--- src/verilog/frg_pkg.sv ---
package frg_pkg;
	// Register map
	localparam logic [19:0] DFL_CTRL_ADDR = 20'hf0090;
	localparam logic [7:0] DFL_CTRL_RESET = 8'h00;
	localparam int DFL_EN_BIT = 0;
	// Boot cluster 0 covers 00000H to 00fffH
	localparam logic [19:0] BOOT0_LO = 20'h00000;
	localparam logic [19:0] BOOT0_HI = 20'h00fff;
	// Code flash block size is 1 KB (address bits 19:10 give the block)
	localparam int BLK_SHIFT = 10;
	// Data flash erase block is 1 KB
	localparam int DF_BLK_BYTES = 1024;
	// Setup times in ns per flash operation mode
	localparam int CLK_NS = 20;
	localparam int SETUP_HS_NS = 5000;
	localparam int SETUP_LS_NS = 720;
	localparam int SETUP_LV_NS = 10000;
	localparam int SETUP_HS_CYC = (SETUP_HS_NS + CLK_NS - 1) / CLK_NS;
	localparam int SETUP_LS_CYC = (SETUP_LS_NS + CLK_NS - 1) / CLK_NS;
	localparam int SETUP_LV_CYC = (SETUP_LV_NS + CLK_NS - 1) / CLK_NS;

	typedef enum logic [1:0] {
		FRG_HS,
		FRG_LS,
		FRG_LV
	} frg_fmode_t;

	typedef enum logic [1:0] {
		FRG_OP_NONE,
		FRG_OP_ERASE,
		FRG_OP_WRITE
	} frg_op_t;

	// Flash rewrite request from either requester
	typedef struct packed {
		logic valid;
		frg_op_t op;
		logic serial; // 1 serial programmer, 0 self-programming
		logic data_area; // 1 data flash, 0 code flash
		logic [19:0] addr;
	} frg_req_t;

	// Security settings request
	typedef struct packed {
		logic valid;
		logic serial;
		logic set_erase_pro;
		logic set_write_pro;
		logic set_boot0_pro;
		logic release_write_pro;
	} frg_sec_t;

	typedef struct packed {
		logic erase_pro;
		logic write_pro;
		logic boot0_pro;
	} frg_prot_t;
endpackage

--- src/verilog/frg_sync.sv ---
`timescale 1ns/1ns
// Two-flop synchroniser for pin-level inputs
module frg_sync #(
	parameter int W = 1
) (
	input wire logic i_clk,
	input wire logic i_rst_n,
	input wire logic [W-1:0] i_d,
	output logic [W-1:0] o_q
);
	typedef struct packed {
		logic [W-1:0] s1;
		logic [W-1:0] s2;
	} frg_sync_st_t;

	frg_sync_st_t st;
	frg_sync_st_t next_st;

	// First stage feeds only the second
	always_comb begin
		next_st.s1 = i_d;
		next_st.s2 = st.s1;
	end

	always_ff @(posedge i_clk) begin
		if (!i_rst_n) begin
			st <= '0;
		end else begin
			st <= next_st;
		end
	end

	assign o_q = st.s2;
endmodule

--- src/verilog/frg_setup_timer.sv ---
`timescale 1ns/1ns
// Counts the data flash setup time after the access enable rises
module frg_setup_timer #(
	parameter int CW = 10
) (
	input wire logic i_clk,
	input wire logic i_rst_n,
	input wire logic i_enable,
	input wire logic [CW-1:0] i_load,
	output logic o_ready
);
	typedef struct packed {
		logic en_d;
		logic ready;
		logic [CW-1:0] cnt;
	} frg_tmr_st_t;

	frg_tmr_st_t st;
	frg_tmr_st_t next_st;

	// Reload on rising enable; ready only when the count has drained
	always_comb begin
		next_st = st;
		next_st.en_d = i_enable;
		if (!i_enable) begin
			next_st.ready = 1'b0;
			next_st.cnt = '0;
		end else if (!st.en_d) begin
			next_st.cnt = i_load;
			next_st.ready = 1'b0;
		end else if (st.cnt > 1) begin
			next_st.cnt = st.cnt - 1'b1;
		end else begin
			next_st.ready = 1'b1;
		end
	end

	always_ff @(posedge i_clk) begin
		if (!i_rst_n) begin
			st <= '0;
		end else begin
			st <= next_st;
		end
	end

	assign o_ready = st.ready;
endmodule

--- src/verilog/frg_guard.sv ---
`timescale 1ns/1ns
// Behaviour
// - Self-programming code write/erase outside the shield window is refused.
// - Window start/end blocks are set from either programming mode.
// - Serial programming ignores the window for erase and write.
// - Boot cluster 0 protection overrides an overlapping window.
// - The window checks code flash only, never data flash.
// - Erase protection refuses serial block erase; self erase still allowed.
// - Write protection refuses serial writes; self writes still allowed.
// - Write protection release is usable only after a reset following set.
// - Boot0 protection refuses rewrite of 00000H-00FFFH in both modes.
// - Protections clear when shipped; set independently from either mode.
// - Erase and boot0 protections are permanent once set.
// - Write release needs no other protection and both areas blank.
// - Write release is refused from self-programming.
// - Data flash erase is in whole 1 KB blocks.
// - Data flash reads and writes are single-byte only.
// - No fetch from data flash; code fetch allowed during background rewrite.
// - Data flash access blocked during code flash self-rewrite.
// - Control register is frozen and STOP denied during data rewrite.
// - Control register resets to zero, data flash stopped.
// - Control register takes bit or byte writes; bits 7-1 read zero.
// - Access enable at one enables data flash access.
// - Access withheld for the mode-dependent setup time after enabling.
module frg_guard #(
	parameter int CW = 10
) (
	input wire logic i_clk,
	input wire logic i_rst_n,
	// Register port of the CPU
	input wire logic i_reg_wr,
	input wire logic i_reg_bit, // 1 bit write, else byte write
	input wire logic [2:0] i_reg_bitpos,
	input wire logic [19:0] i_reg_addr,
	input wire logic [7:0] i_reg_wdata,
	output logic [7:0] o_reg_rdata,
	// Window setting
	input wire logic i_win_set,
	input wire logic [9:0] i_win_start,
	input wire logic [9:0] i_win_end,
	// Rewrite requests
	input wire frg_pkg::frg_req_t i_req,
	input wire frg_pkg::frg_sec_t i_sec,
	input wire logic i_code_blank,
	input wire logic i_data_blank,
	input wire logic i_self_prog_busy,
	input wire logic i_bg_rewrite, // Data flash rewrite in background
	input wire frg_pkg::frg_fmode_t i_fmode,
	// Persistent protection state from the flash extra area
	input wire frg_pkg::frg_prot_t i_prot_nv,
	// CPU data flash accesses
	input wire logic i_df_acc,
	input wire logic i_df_fetch,
	input wire logic [1:0] i_df_size, // 0 byte, 1 word, 2 dword
	input wire logic i_stop_req,
	output logic o_req_ok,
	output logic o_req_err,
	output logic [9:0] o_erase_blk,
	output logic o_df_grant,
	output logic o_df_err,
	output logic o_stop_ok,
	output frg_pkg::frg_prot_t o_prot,
	output logic [9:0] o_win_start,
	output logic [9:0] o_win_end,
	output logic o_write_rel_armed
);
	typedef struct packed {
		logic [7:0] ctrl;
		frg_pkg::frg_prot_t prot;
		logic [9:0] win_start;
		logic [9:0] win_end;
		logic rel_armed;
		logic loaded;
		logic req_ok;
		logic req_err;
		logic [9:0] erase_blk;
		logic df_grant;
		logic df_err;
		logic stop_ok;
	} frg_state_t;

	frg_state_t st;
	frg_state_t next_st;
	logic setup_ready;
	logic [CW-1:0] setup_load;
	logic bg_sync;

	// Block index of a flash address
	function automatic logic [9:0] blk_of(input logic [19:0] a);
		blk_of = a[19:frg_pkg::BLK_SHIFT];
	endfunction

	// Address falls in boot cluster 0
	function automatic logic in_boot0(input logic [19:0] a);
		in_boot0 = (a >= frg_pkg::BOOT0_LO) && (a <= frg_pkg::BOOT0_HI);
	endfunction

	// Setup wait per operating mode
	always_comb begin
		unique case (i_fmode)
			frg_pkg::FRG_HS: setup_load = CW'(frg_pkg::SETUP_HS_CYC);
			frg_pkg::FRG_LS: setup_load = CW'(frg_pkg::SETUP_LS_CYC);
			frg_pkg::FRG_LV: setup_load = CW'(frg_pkg::SETUP_LV_CYC);
			default: setup_load = CW'(frg_pkg::SETUP_LV_CYC);
		endcase
	end

	// Background busy is raised by the flash macro; synchronise it
	frg_sync #(.W(1)) u_sync (
		.i_clk(i_clk),
		.i_rst_n(i_rst_n),
		.i_d(i_bg_rewrite),
		.o_q(bg_sync)
	);

	frg_setup_timer #(.CW(CW)) u_timer (
		.i_clk(i_clk),
		.i_rst_n(i_rst_n),
		.i_enable(st.ctrl[frg_pkg::DFL_EN_BIT]),
		.i_load(setup_load),
		.o_ready(setup_ready)
	);

	// Main decision logic
	always_comb begin
		logic refuse;
		logic code_op;
		logic in_win;
		next_st = st;
		refuse = 1'b0;
		code_op = 1'b0;
		in_win = 1'b0;
		next_st.req_ok = 1'b0;
		next_st.req_err = 1'b0;
		next_st.loaded = 1'b1;

		// Load nonvolatile protections once after reset
		if (!st.loaded) begin
			next_st.prot = i_prot_nv;
		end

		// Control register: frozen while data flash is rewriting
		if (i_reg_wr && i_reg_addr == frg_pkg::DFL_CTRL_ADDR && !bg_sync) begin
			if (i_reg_bit) begin
				if (i_reg_bitpos == 3'(frg_pkg::DFL_EN_BIT)) begin
					next_st.ctrl[frg_pkg::DFL_EN_BIT] = i_reg_wdata[0];
				end
			end else begin
				next_st.ctrl[frg_pkg::DFL_EN_BIT] = i_reg_wdata[0];
			end
		end

		// Window may be changed from either mode
		if (i_win_set) begin
			next_st.win_start = i_win_start;
			next_st.win_end = i_win_end;
		end

		// Security set: any combination, sticky bits
		if (i_sec.valid) begin
			if (i_sec.set_erase_pro) begin
				next_st.prot.erase_pro = 1'b1;
			end
			if (i_sec.set_boot0_pro) begin
				next_st.prot.boot0_pro = 1'b1;
			end
			if (i_sec.set_write_pro) begin
				next_st.prot.write_pro = 1'b1;
				// A fresh set needs a fresh reset before release works
				next_st.rel_armed = 1'b0;
			end
			// Release of write protection
			if (i_sec.release_write_pro && !i_sec.set_write_pro) begin
				if (i_sec.serial && st.rel_armed && st.loaded
					&& !st.prot.erase_pro && !st.prot.boot0_pro
					&& i_code_blank && i_data_blank) begin
					next_st.prot.write_pro = 1'b0;
				end
			end
		end
		// Erase and boot0 protections have no clear path at all
		// Release armed only by a reset that saw the protection set
		if (!st.loaded) begin
			next_st.rel_armed = i_prot_nv.write_pro;
		end

		// Rewrite request checks
		if (i_req.valid && i_req.op != frg_pkg::FRG_OP_NONE) begin
			code_op = !i_req.data_area;
			in_win = blk_of(i_req.addr) >= st.win_start
				&& blk_of(i_req.addr) <= st.win_end;
			if (code_op && !i_req.serial && !in_win) begin
				refuse = 1'b1;
			end
			if (code_op && in_boot0(i_req.addr) && st.prot.boot0_pro) begin
				refuse = 1'b1;
			end
			if (code_op && i_req.serial && st.prot.erase_pro
				&& i_req.op == frg_pkg::FRG_OP_ERASE) begin
				refuse = 1'b1;
			end
			if (code_op && i_req.serial && st.prot.write_pro
				&& i_req.op == frg_pkg::FRG_OP_WRITE) begin
				refuse = 1'b1;
			end
			next_st.req_ok = !refuse;
			next_st.req_err = refuse;
			// Data flash erase always rounds to its 1 KB block
			next_st.erase_blk = blk_of(i_req.addr);
		end

		// Data flash CPU access gating
		next_st.df_grant = 1'b0;
		next_st.df_err = 1'b0;
		if (i_df_acc || i_df_fetch) begin
			if (i_df_fetch || i_df_size != 2'h0
				|| i_self_prog_busy
				|| !st.ctrl[frg_pkg::DFL_EN_BIT] || !setup_ready) begin
				next_st.df_err = 1'b1;
			end else begin
				next_st.df_grant = 1'b1;
			end
		end
		// STOP allowed only when no background rewrite
		next_st.stop_ok = i_stop_req && !bg_sync;
	end

	always_ff @(posedge i_clk) begin
		if (!i_rst_n) begin
			st <= '0;
			st.ctrl <= frg_pkg::DFL_CTRL_RESET;
		end else begin
			st <= next_st;
		end
	end

	// Outputs straight from flops; code fetch never gated here
	assign o_reg_rdata = {7'h00, st.ctrl[frg_pkg::DFL_EN_BIT]};
	assign o_req_ok = st.req_ok;
	assign o_req_err = st.req_err;
	assign o_erase_blk = st.erase_blk;
	assign o_df_grant = st.df_grant;
	assign o_df_err = st.df_err;
	assign o_stop_ok = st.stop_ok;
	assign o_prot = st.prot;
	assign o_win_start = st.win_start;
	assign o_win_end = st.win_end;
	assign o_write_rel_armed = st.rel_armed;

	// Assertions: every answer is registered, so checks except ctrl_zero_a look one cycle on
	boot0_guard_a: assert property (
		@(posedge i_clk) disable iff (!i_rst_n)
		i_req.valid && !i_req.data_area && i_req.op != frg_pkg::FRG_OP_NONE
		&& in_boot0(i_req.addr) && st.prot.boot0_pro |=> o_req_err)
		else $error("boot0 rewrite not refused");
	window_self_a: assert property (
		@(posedge i_clk) disable iff (!i_rst_n)
		i_req.valid && !i_req.serial && !i_req.data_area
		&& i_req.op != frg_pkg::FRG_OP_NONE
		&& blk_of(i_req.addr) > st.win_end |=> o_req_err)
		else $error("out of window not refused");
	window_low_a: assert property (
		@(posedge i_clk) disable iff (!i_rst_n)
		i_req.valid && !i_req.serial && !i_req.data_area
		&& i_req.op != frg_pkg::FRG_OP_NONE
		&& blk_of(i_req.addr) < st.win_start |=> o_req_err)
		else $error("below window not refused");
	serial_nowin_a: assert property (
		@(posedge i_clk) disable iff (!i_rst_n)
		i_req.valid && i_req.serial && !i_req.data_area
		&& !st.prot.boot0_pro
		&& ((i_req.op == frg_pkg::FRG_OP_ERASE && !st.prot.erase_pro)
		|| (i_req.op == frg_pkg::FRG_OP_WRITE && !st.prot.write_pro))
		|=> o_req_ok)
		else $error("serial rewrite refused without cause");
	data_nowin_a: assert property (
		@(posedge i_clk) disable iff (!i_rst_n)
		i_req.valid && i_req.data_area && i_req.op != frg_pkg::FRG_OP_NONE
		|=> o_req_ok)
		else $error("data flash refused");
	serial_erase_a: assert property (
		@(posedge i_clk) disable iff (!i_rst_n)
		i_req.valid && i_req.serial && !i_req.data_area
		&& i_req.op == frg_pkg::FRG_OP_ERASE && st.prot.erase_pro
		|=> o_req_err)
		else $error("serial erase not refused");
	serial_write_a: assert property (
		@(posedge i_clk) disable iff (!i_rst_n)
		i_req.valid && i_req.serial && !i_req.data_area
		&& i_req.op == frg_pkg::FRG_OP_WRITE && st.prot.write_pro
		|=> o_req_err)
		else $error("serial write not refused");
	one_answer_a: assert property (
		@(posedge i_clk) disable iff (!i_rst_n)
		i_req.valid && i_req.op != frg_pkg::FRG_OP_NONE
		|=> o_req_ok != o_req_err)
		else $error("request without exactly one answer");
	erase_perm_a: assert property (
		@(posedge i_clk) disable iff (!i_rst_n)
		st.loaded && st.prot.erase_pro |=> st.prot.erase_pro)
		else $error("erase protection cleared");
	boot0_perm_a: assert property (
		@(posedge i_clk) disable iff (!i_rst_n)
		st.loaded && st.prot.boot0_pro |=> st.prot.boot0_pro)
		else $error("boot0 protection cleared");
	rel_cond_a: assert property (
		@(posedge i_clk) disable iff (!i_rst_n)
		st.loaded && st.prot.write_pro && (st.prot.erase_pro
		|| st.prot.boot0_pro || !i_code_blank || !i_data_blank)
		|=> st.prot.write_pro)
		else $error("write protection released too early");
	rel_arm_a: assert property (
		@(posedge i_clk) disable iff (!i_rst_n)
		st.loaded |=> !$rose(st.rel_armed))
		else $error("release armed without a reset");
	rel_disarm_a: assert property (
		@(posedge i_clk) disable iff (!i_rst_n)
		st.loaded && i_sec.valid && i_sec.set_write_pro |=> !st.rel_armed)
		else $error("release still armed after a new set");
	self_rel_a: assert property (
		@(posedge i_clk) disable iff (!i_rst_n)
		st.loaded && i_sec.valid && !i_sec.serial && st.prot.write_pro
		|=> st.prot.write_pro)
		else $error("self mode released write protection");
	ctrl_zero_a: assert property (
		@(posedge i_clk) disable iff (!i_rst_n)
		o_reg_rdata[7:1] == 7'h00)
		else $error("reserved bits nonzero");
	fetch_deny_a: assert property (
		@(posedge i_clk) disable iff (!i_rst_n)
		i_df_fetch |=> !o_df_grant && o_df_err)
		else $error("fetch from data flash granted");
	size_deny_a: assert property (
		@(posedge i_clk) disable iff (!i_rst_n)
		i_df_acc && i_df_size != 2'h0 |=> o_df_err && !o_df_grant)
		else $error("wide data flash access granted");
	off_deny_a: assert property (
		@(posedge i_clk) disable iff (!i_rst_n)
		i_df_acc && !st.ctrl[frg_pkg::DFL_EN_BIT] |=> !o_df_grant)
		else $error("access granted while disabled");
	sp_block_a: assert property (
		@(posedge i_clk) disable iff (!i_rst_n)
		i_df_acc && i_self_prog_busy |=> !o_df_grant)
		else $error("data flash access during self rewrite");
	setup_wait_a: assert property (
		@(posedge i_clk) disable iff (!i_rst_n)
		i_df_acc && !setup_ready |=> o_df_err && !o_df_grant)
		else $error("access granted inside setup time");
	ctrl_frozen_a: assert property (
		@(posedge i_clk) disable iff (!i_rst_n)
		bg_sync |=> $stable(st.ctrl))
		else $error("control register changed during rewrite");
	stop_deny_a: assert property (
		@(posedge i_clk) disable iff (!i_rst_n)
		bg_sync |=> !o_stop_ok)
		else $error("STOP allowed during background rewrite");
endmodule

--- config.mk ---
export PLATFORM = sky130hd
export DESIGN_NAME = frg_guard
export DESIGN_NICKNAME = d
export VERILOG_FILES = /design/src/verilog/frg_pkg.sv /design/src/verilog/frg_sync.sv /design/src/verilog/frg_setup_timer.sv /design/src/verilog/frg_guard.sv
export SDC_FILE = /design/constraint.sdc
export NUM_CORES = 1
export LEC_CHECK = 0
export BUFFER_PORTS_ARGS = -buffer_cell sky130_fd_sc_hd__buf_4
export CORE_MARGIN = 2
export CORE_UTILIZATION = 35
export DETAILED_ROUTE_END_ITERATION = 12
export PLACE_DENSITY = 0.64
export SLEW_MARGIN = 40
export SYNTH_ARGS = -nofsm -noshare
export SYNTH_HDL_FRONTEND = slang
export SYNTH_HIERARCHICAL = 1
export SYNTH_SLANG_ARGS = --single-unit
--- constraint.sdc ---
create_clock -name i_clk -period 3.6 [get_ports i_clk]
set_clock_uncertainty 0.05 [all_clocks]
set_input_delay 0.54 -clock i_clk [delete_from_list [all_inputs] [get_ports i_clk]]
set_output_delay 0.54 -clock i_clk [all_outputs]
set_load 0.02 [all_outputs]
After elaboration in Yosys (flattened, before gate mapping)
Index checks and enable logic that the tools add are counted.

storage, ports and cells
  output and inout bits = 47
  register bits after elaboration = 55
  word-level logic and storage cells = 105
  bits of input ports = 101

operators by class
  equal/unequal tests = 8
  reductions and logical operators = 47
  add/sub/neg operators = 1
  $lt $le $gt $ge = 5
  multiplexer cells = 25

operators with widths
  cell                   count
  $logic_and 1x1->1      22
  $eq 20x20->1 const B   1
  $ge 20x1->1 const B    1
  $le 20x12->1 const B   1
  $mux 10                2
  $pmux 9 s2             1
  $mux 1                 17
  $mux 16                1
  $mux 12                1
  $ge 10x10->1           1
  $gt 10x1->1 const B    1
  $le 10x10->1           1
  $logic_not 1->1        10
  $reduce_and 2->1       5
  $sub 10x1->10 const B  1
  $mux 3                 2
  $ne 2x2->1 const B     3
  $logic_or 1x1->1       5
  $eq 2x1->1 const B     2
  $reduce_bool 2->1      2
  $logic_not 3->1        1
  $reduce_and 3->1       1
  $eq 2x2->1 const B     1
  $logic_not 2->1        1
  2 further kinds        2

Logic depth before layout (Yosys ltp)
  depth in word-level cells = 12
  gate-level depth with buffers = 7
  depth with buffers taken out = 7

Cells and area by module
Netlist, hierarchy kept.

by module, submodules not included
  module           times used  seq. area each (sq um)  cells each  area each (sq um)
  frg_guard        1           820.8                   277         2477.4
  frg_setup_timer  1           240.2                   72          609.3
  frg_sync         1           40.0                    4           52.6

Worst setup path after synthesis
Ideal clock, no wire load.

  path kind = register to register
  start = register u_timer/st[4] in the netlist's numbering
  end = register u_timer/st[1] in the netlist's numbering
  required time = 3480 ps
  period minus slack after synthesis = 1984 ps
  buffers on the path = 1
  path slack = 1616 ps
  data arrival time = 1864 ps
  stages on the path, launching flop included = 6
  library setup time = 70 ps
  path through = dfxtp_1 or4_1 buf_2 or4_4 a221o_1 a21oi_1

on the way
  cells in the longest elaborated chain, start to end = 2

ends and longest elaborated chain
  item                         RTL line               source
  start, declared              frg_setup_timer.sv:18  frg_tmr_st_t st;
  start signal, assigned       frg_setup_timer.sv:42  st <= next_st;
  $gt 10x1->1                  frg_setup_timer.sv:31  end else if (st.cnt > 1) begin
  $ne 2x2->1 (no source line)  n/a

Every way passes these cells.
A chain may end at the register's enable or synchronous reset.

Worst setup path in the final report
Same ends and word-level chain as after synthesis.

==> results.md <==
- Clock Sinks: 55
- Fin nets: 563
- Slew headroom: 53.68%
- Slowest CP cell: or4_1
- CTS buffer count: 5
- Setup TNS: 0 ns
- Most common cell in the netlist: dfxtp_1
- Antenna violations before repair: 0
- DRT Pass-1 Iters: 5
- Mapped Cells: 353
- Slew @ Worst Pin: 0.6902 ns
- Die X: 98.71 um
- Area contributors post-synth: dfxtp_1 (35%), buf_4 (9.8%), ha_1 (8.8%)
- Height of the die: 98.71 um
- Layout cells sized above 1: 31.75%
- Area of the mapped netlist: 0.003139 mm2
- Peak supply drop: 0.0001757 V
- Synth warnings: 6
- Antenna fix cells: 0
- Largest net degree at the start of global routing: 43
- Design Area, Final: 0.004016 mm2
- Die Footprint: 0.009743 mm2
- Layout fillers: 831
- Post-synth top cells: dfxtp_1 (55), buf_4 (41), nand2_1 (35), inv_1 (27), mux2i_1 (24)
- Critical Path End Type: flop
- Post-DRT Antenna Nets: 0
- Worst reg-to-reg path cell count: 4
- Crit-path max FO: 6
- EDFF count, synth: 0
- Tot GR Track Use: 15.06%
- Wire per inst: 13.34 um
- DRC: 0
- Slew Limit Fails: 0
- Largest area contributor in the netlist: dfxtp_1
- Synth top area share: 35.07%
- Setup crit start kind: flop
- Total core area: 0.008721 mm2
- Clk_lat worst skew: 0.31 ns
- Distinct cells, synth: 51
- Rows: 34
- DR vias: 2,604
- Port Buf Inserts: 123
- Starting Density: 36.00%
- Clock transition at the registers of the reported paths: 0.10 ns
- First-pass GRT wire length: 12,110 um
- CP Data Required Time: 3.80 ns
- GRT overflow: 0
- Final setup viols: 0
- Worst Hold Path Cells: 2
- Unrepaired setup endpoints after global routing: no
- Vias per inst: 4.743
- Max-Cap Viols: 0
- Yosys reg bits: 55
- Syn avg cell area: 8.893 um2
- Drt total wl: 7322 um
- Post-route insts no fill: 549
- Cell Chain, Critical Path: or4_1, or4_4, a221o_1, a21oi_1
- Post-DP HPWL: 5866 um
- DRT iter0 DRCs: 51
- Minimum clock period: 2.100 ns
- RePlAce Congestion: 0.8287
- Setup CP Type: flop to flop
- Post-DP Area: 0.003880 mm2
- Clock root buffer: clkbuf_8
- Share of flip-flops with an asynchronous set or reset: 0%
- Leak: 1.845 nW
- Number of global-route vias before repair: 2,566
- Worst Hold Class: input port to flop
- # IOs: 148
- CP max stage delay: 0.65 ns
- Clk buf depth: 2
- Seq/Total Area, Yosys: 35.07%
- Period utilization: 58.32%
- Cts hold-fix bufs: 0
- Cell Pwr Density: 350.7 mW/mm2
- Depth of the CTS H-tree: 2
- DP Cell Count: 541
- Outcome: complete, no violations
- PostCTS Resize Cnt: 0
- Final Hold Viols: 0
- # Post-CTS Setup Buffers: 0
- Max Fclk: 0.4763 GHz
- Most common flop cell mapped by yosys: dfxtp_1
- Synth-to-Final Area Change: 27.94%
- CTS tree: done
- CP arrival: 2.30 ns
-- layer usage --
layer | wire (um) | GRT usage, % | vias up | part of all wire [%]
li1 | - | - | 1343 | -
met1 | 3419 | 19.39 | 1189 | 47
met2 | 3465 | 25.48 | 64 | 47
met3 | 330 | 3.121 | 8 | 4.5
met4 | 107 | 4.426 | 0 | 1.5
met5 | 0 | 0 | - | 0
-- flip-flops by register name, summed over array words and instances (netlist names) --
signal and flops:
u_sync/next_st 1, o_win_start 10, o_write_rel_armed 1, u_sync/o_q 1, o_reg_rdata 1, o_prot 3
o_df_err 1, o_erase_blk 10, o_req_ok 1, o_df_grant 1, o_stop_ok 1, o_req_err 1
st 1, u_timer/o_ready 1, u_timer/st 11, o_win_end 10
-- layout by cell type, fill, tap and decap left out, drive strengths merged, types with 3 or more instances in the layout --
master	netlist	layout
nor3	7	7
inv	27	27
nor4	10	10
nand4	4	4
or4	3	3
buf	43	123
nor2	9	9
xnor2	4	4
a21boi	13	13
a211oi	3	3
mux2i	24	24
nand2b	3	3
nand2	35	35
and3b	3	3
nand4b	3	3
a21oi	7	7
nand3	3	3
conb	2	10
ha	22	22
dfxtp	55	55
clkbuf	8	5
o21ai	15	15
nor2b	23	23
-- power breakdown --
part / switching [mW] / internal, mW
Clock: 0.205 / 0.277
Sequential: 0.0200 / 0.635
Combinational: 0.130 / 0.141
Total: 0.354 / 1.05
-- stage by stage --
| stage | hold WS (ns) | util (%) | power (mW) | worst slack (ns) |
|---|---|---|---|---|
| after floorplan | 0.3618 | - | 0.8342 | 1.616 |
| after global placement | 0.3655 | 44.49 | 0.9380 | 1.427 |
| after detailed placement | 0.3695 | 44.49 | 0.9428 | 1.384 |
| after CTS | 0.3755 | 46.05 | 1.426 | 1.502 |
| after global routing | 0.3882 | 46.05 | 1.478 | 1.399 |
| final | 0.3873 | 46.05 | 1.408 | 1.500 |
-- cell families (layout without fill, tap and decap cells) --
| group | count (synthesis) | in the layout | share of synthesized area, % |
|---|---|---|---|
| muxes | 24 | 24 | 7.652 |
| other | 2 | 10 | 0.2392 |
| adders and majority gates | 22 | 22 | 8.768 |
| buffers and inverters | 78 | 158 | 14.31 |
| DFF | 55 | 55 | 35.07 |
| xor gates and xnor gates | 5 | 5 | 1.395 |
| AOI/OAI and AO/OA | 54 | 54 | 11.76 |
| and+or+nand+nor | 113 | 113 | 20.81 |
-- final cells by class --
cell class                 instances  area [um2]  share of cell area, %
multi-input combinational        228        1619                  40.31
sequential                        55        1101                  27.41
timing repair buffer             123       923.4                  22.99
tap                              108       135.1                  3.364
inverter                          27       101.3                  2.523
clock buffer                       5       68.82                  1.713
clock inverter                     3       67.56                  1.682
-- path summary, 6_finish.rpt --
check	startpoint	end	slack [ns]
worst min register to register	u_sync/next_st[0]	u_sync/o_q	0.39
worst min-delay path	i_bg_rewrite	u_sync/next_st[0]	0.39
worst max-delay path	u_timer/st[4]	u_timer/st[1]	1.50
worst max register to register	u_timer/st[4]	u_timer/st[1]	1.50
-- worst max-delay path: cells and delay by family (launching register included) --
kind,cells,cell delay (ns)
AOI/OAI and AO/OA,2,0.49
and+or+nand+nor,2,1.14
DFF,1,0.36
Note: power is estimated with default switching activity, not from simulation.
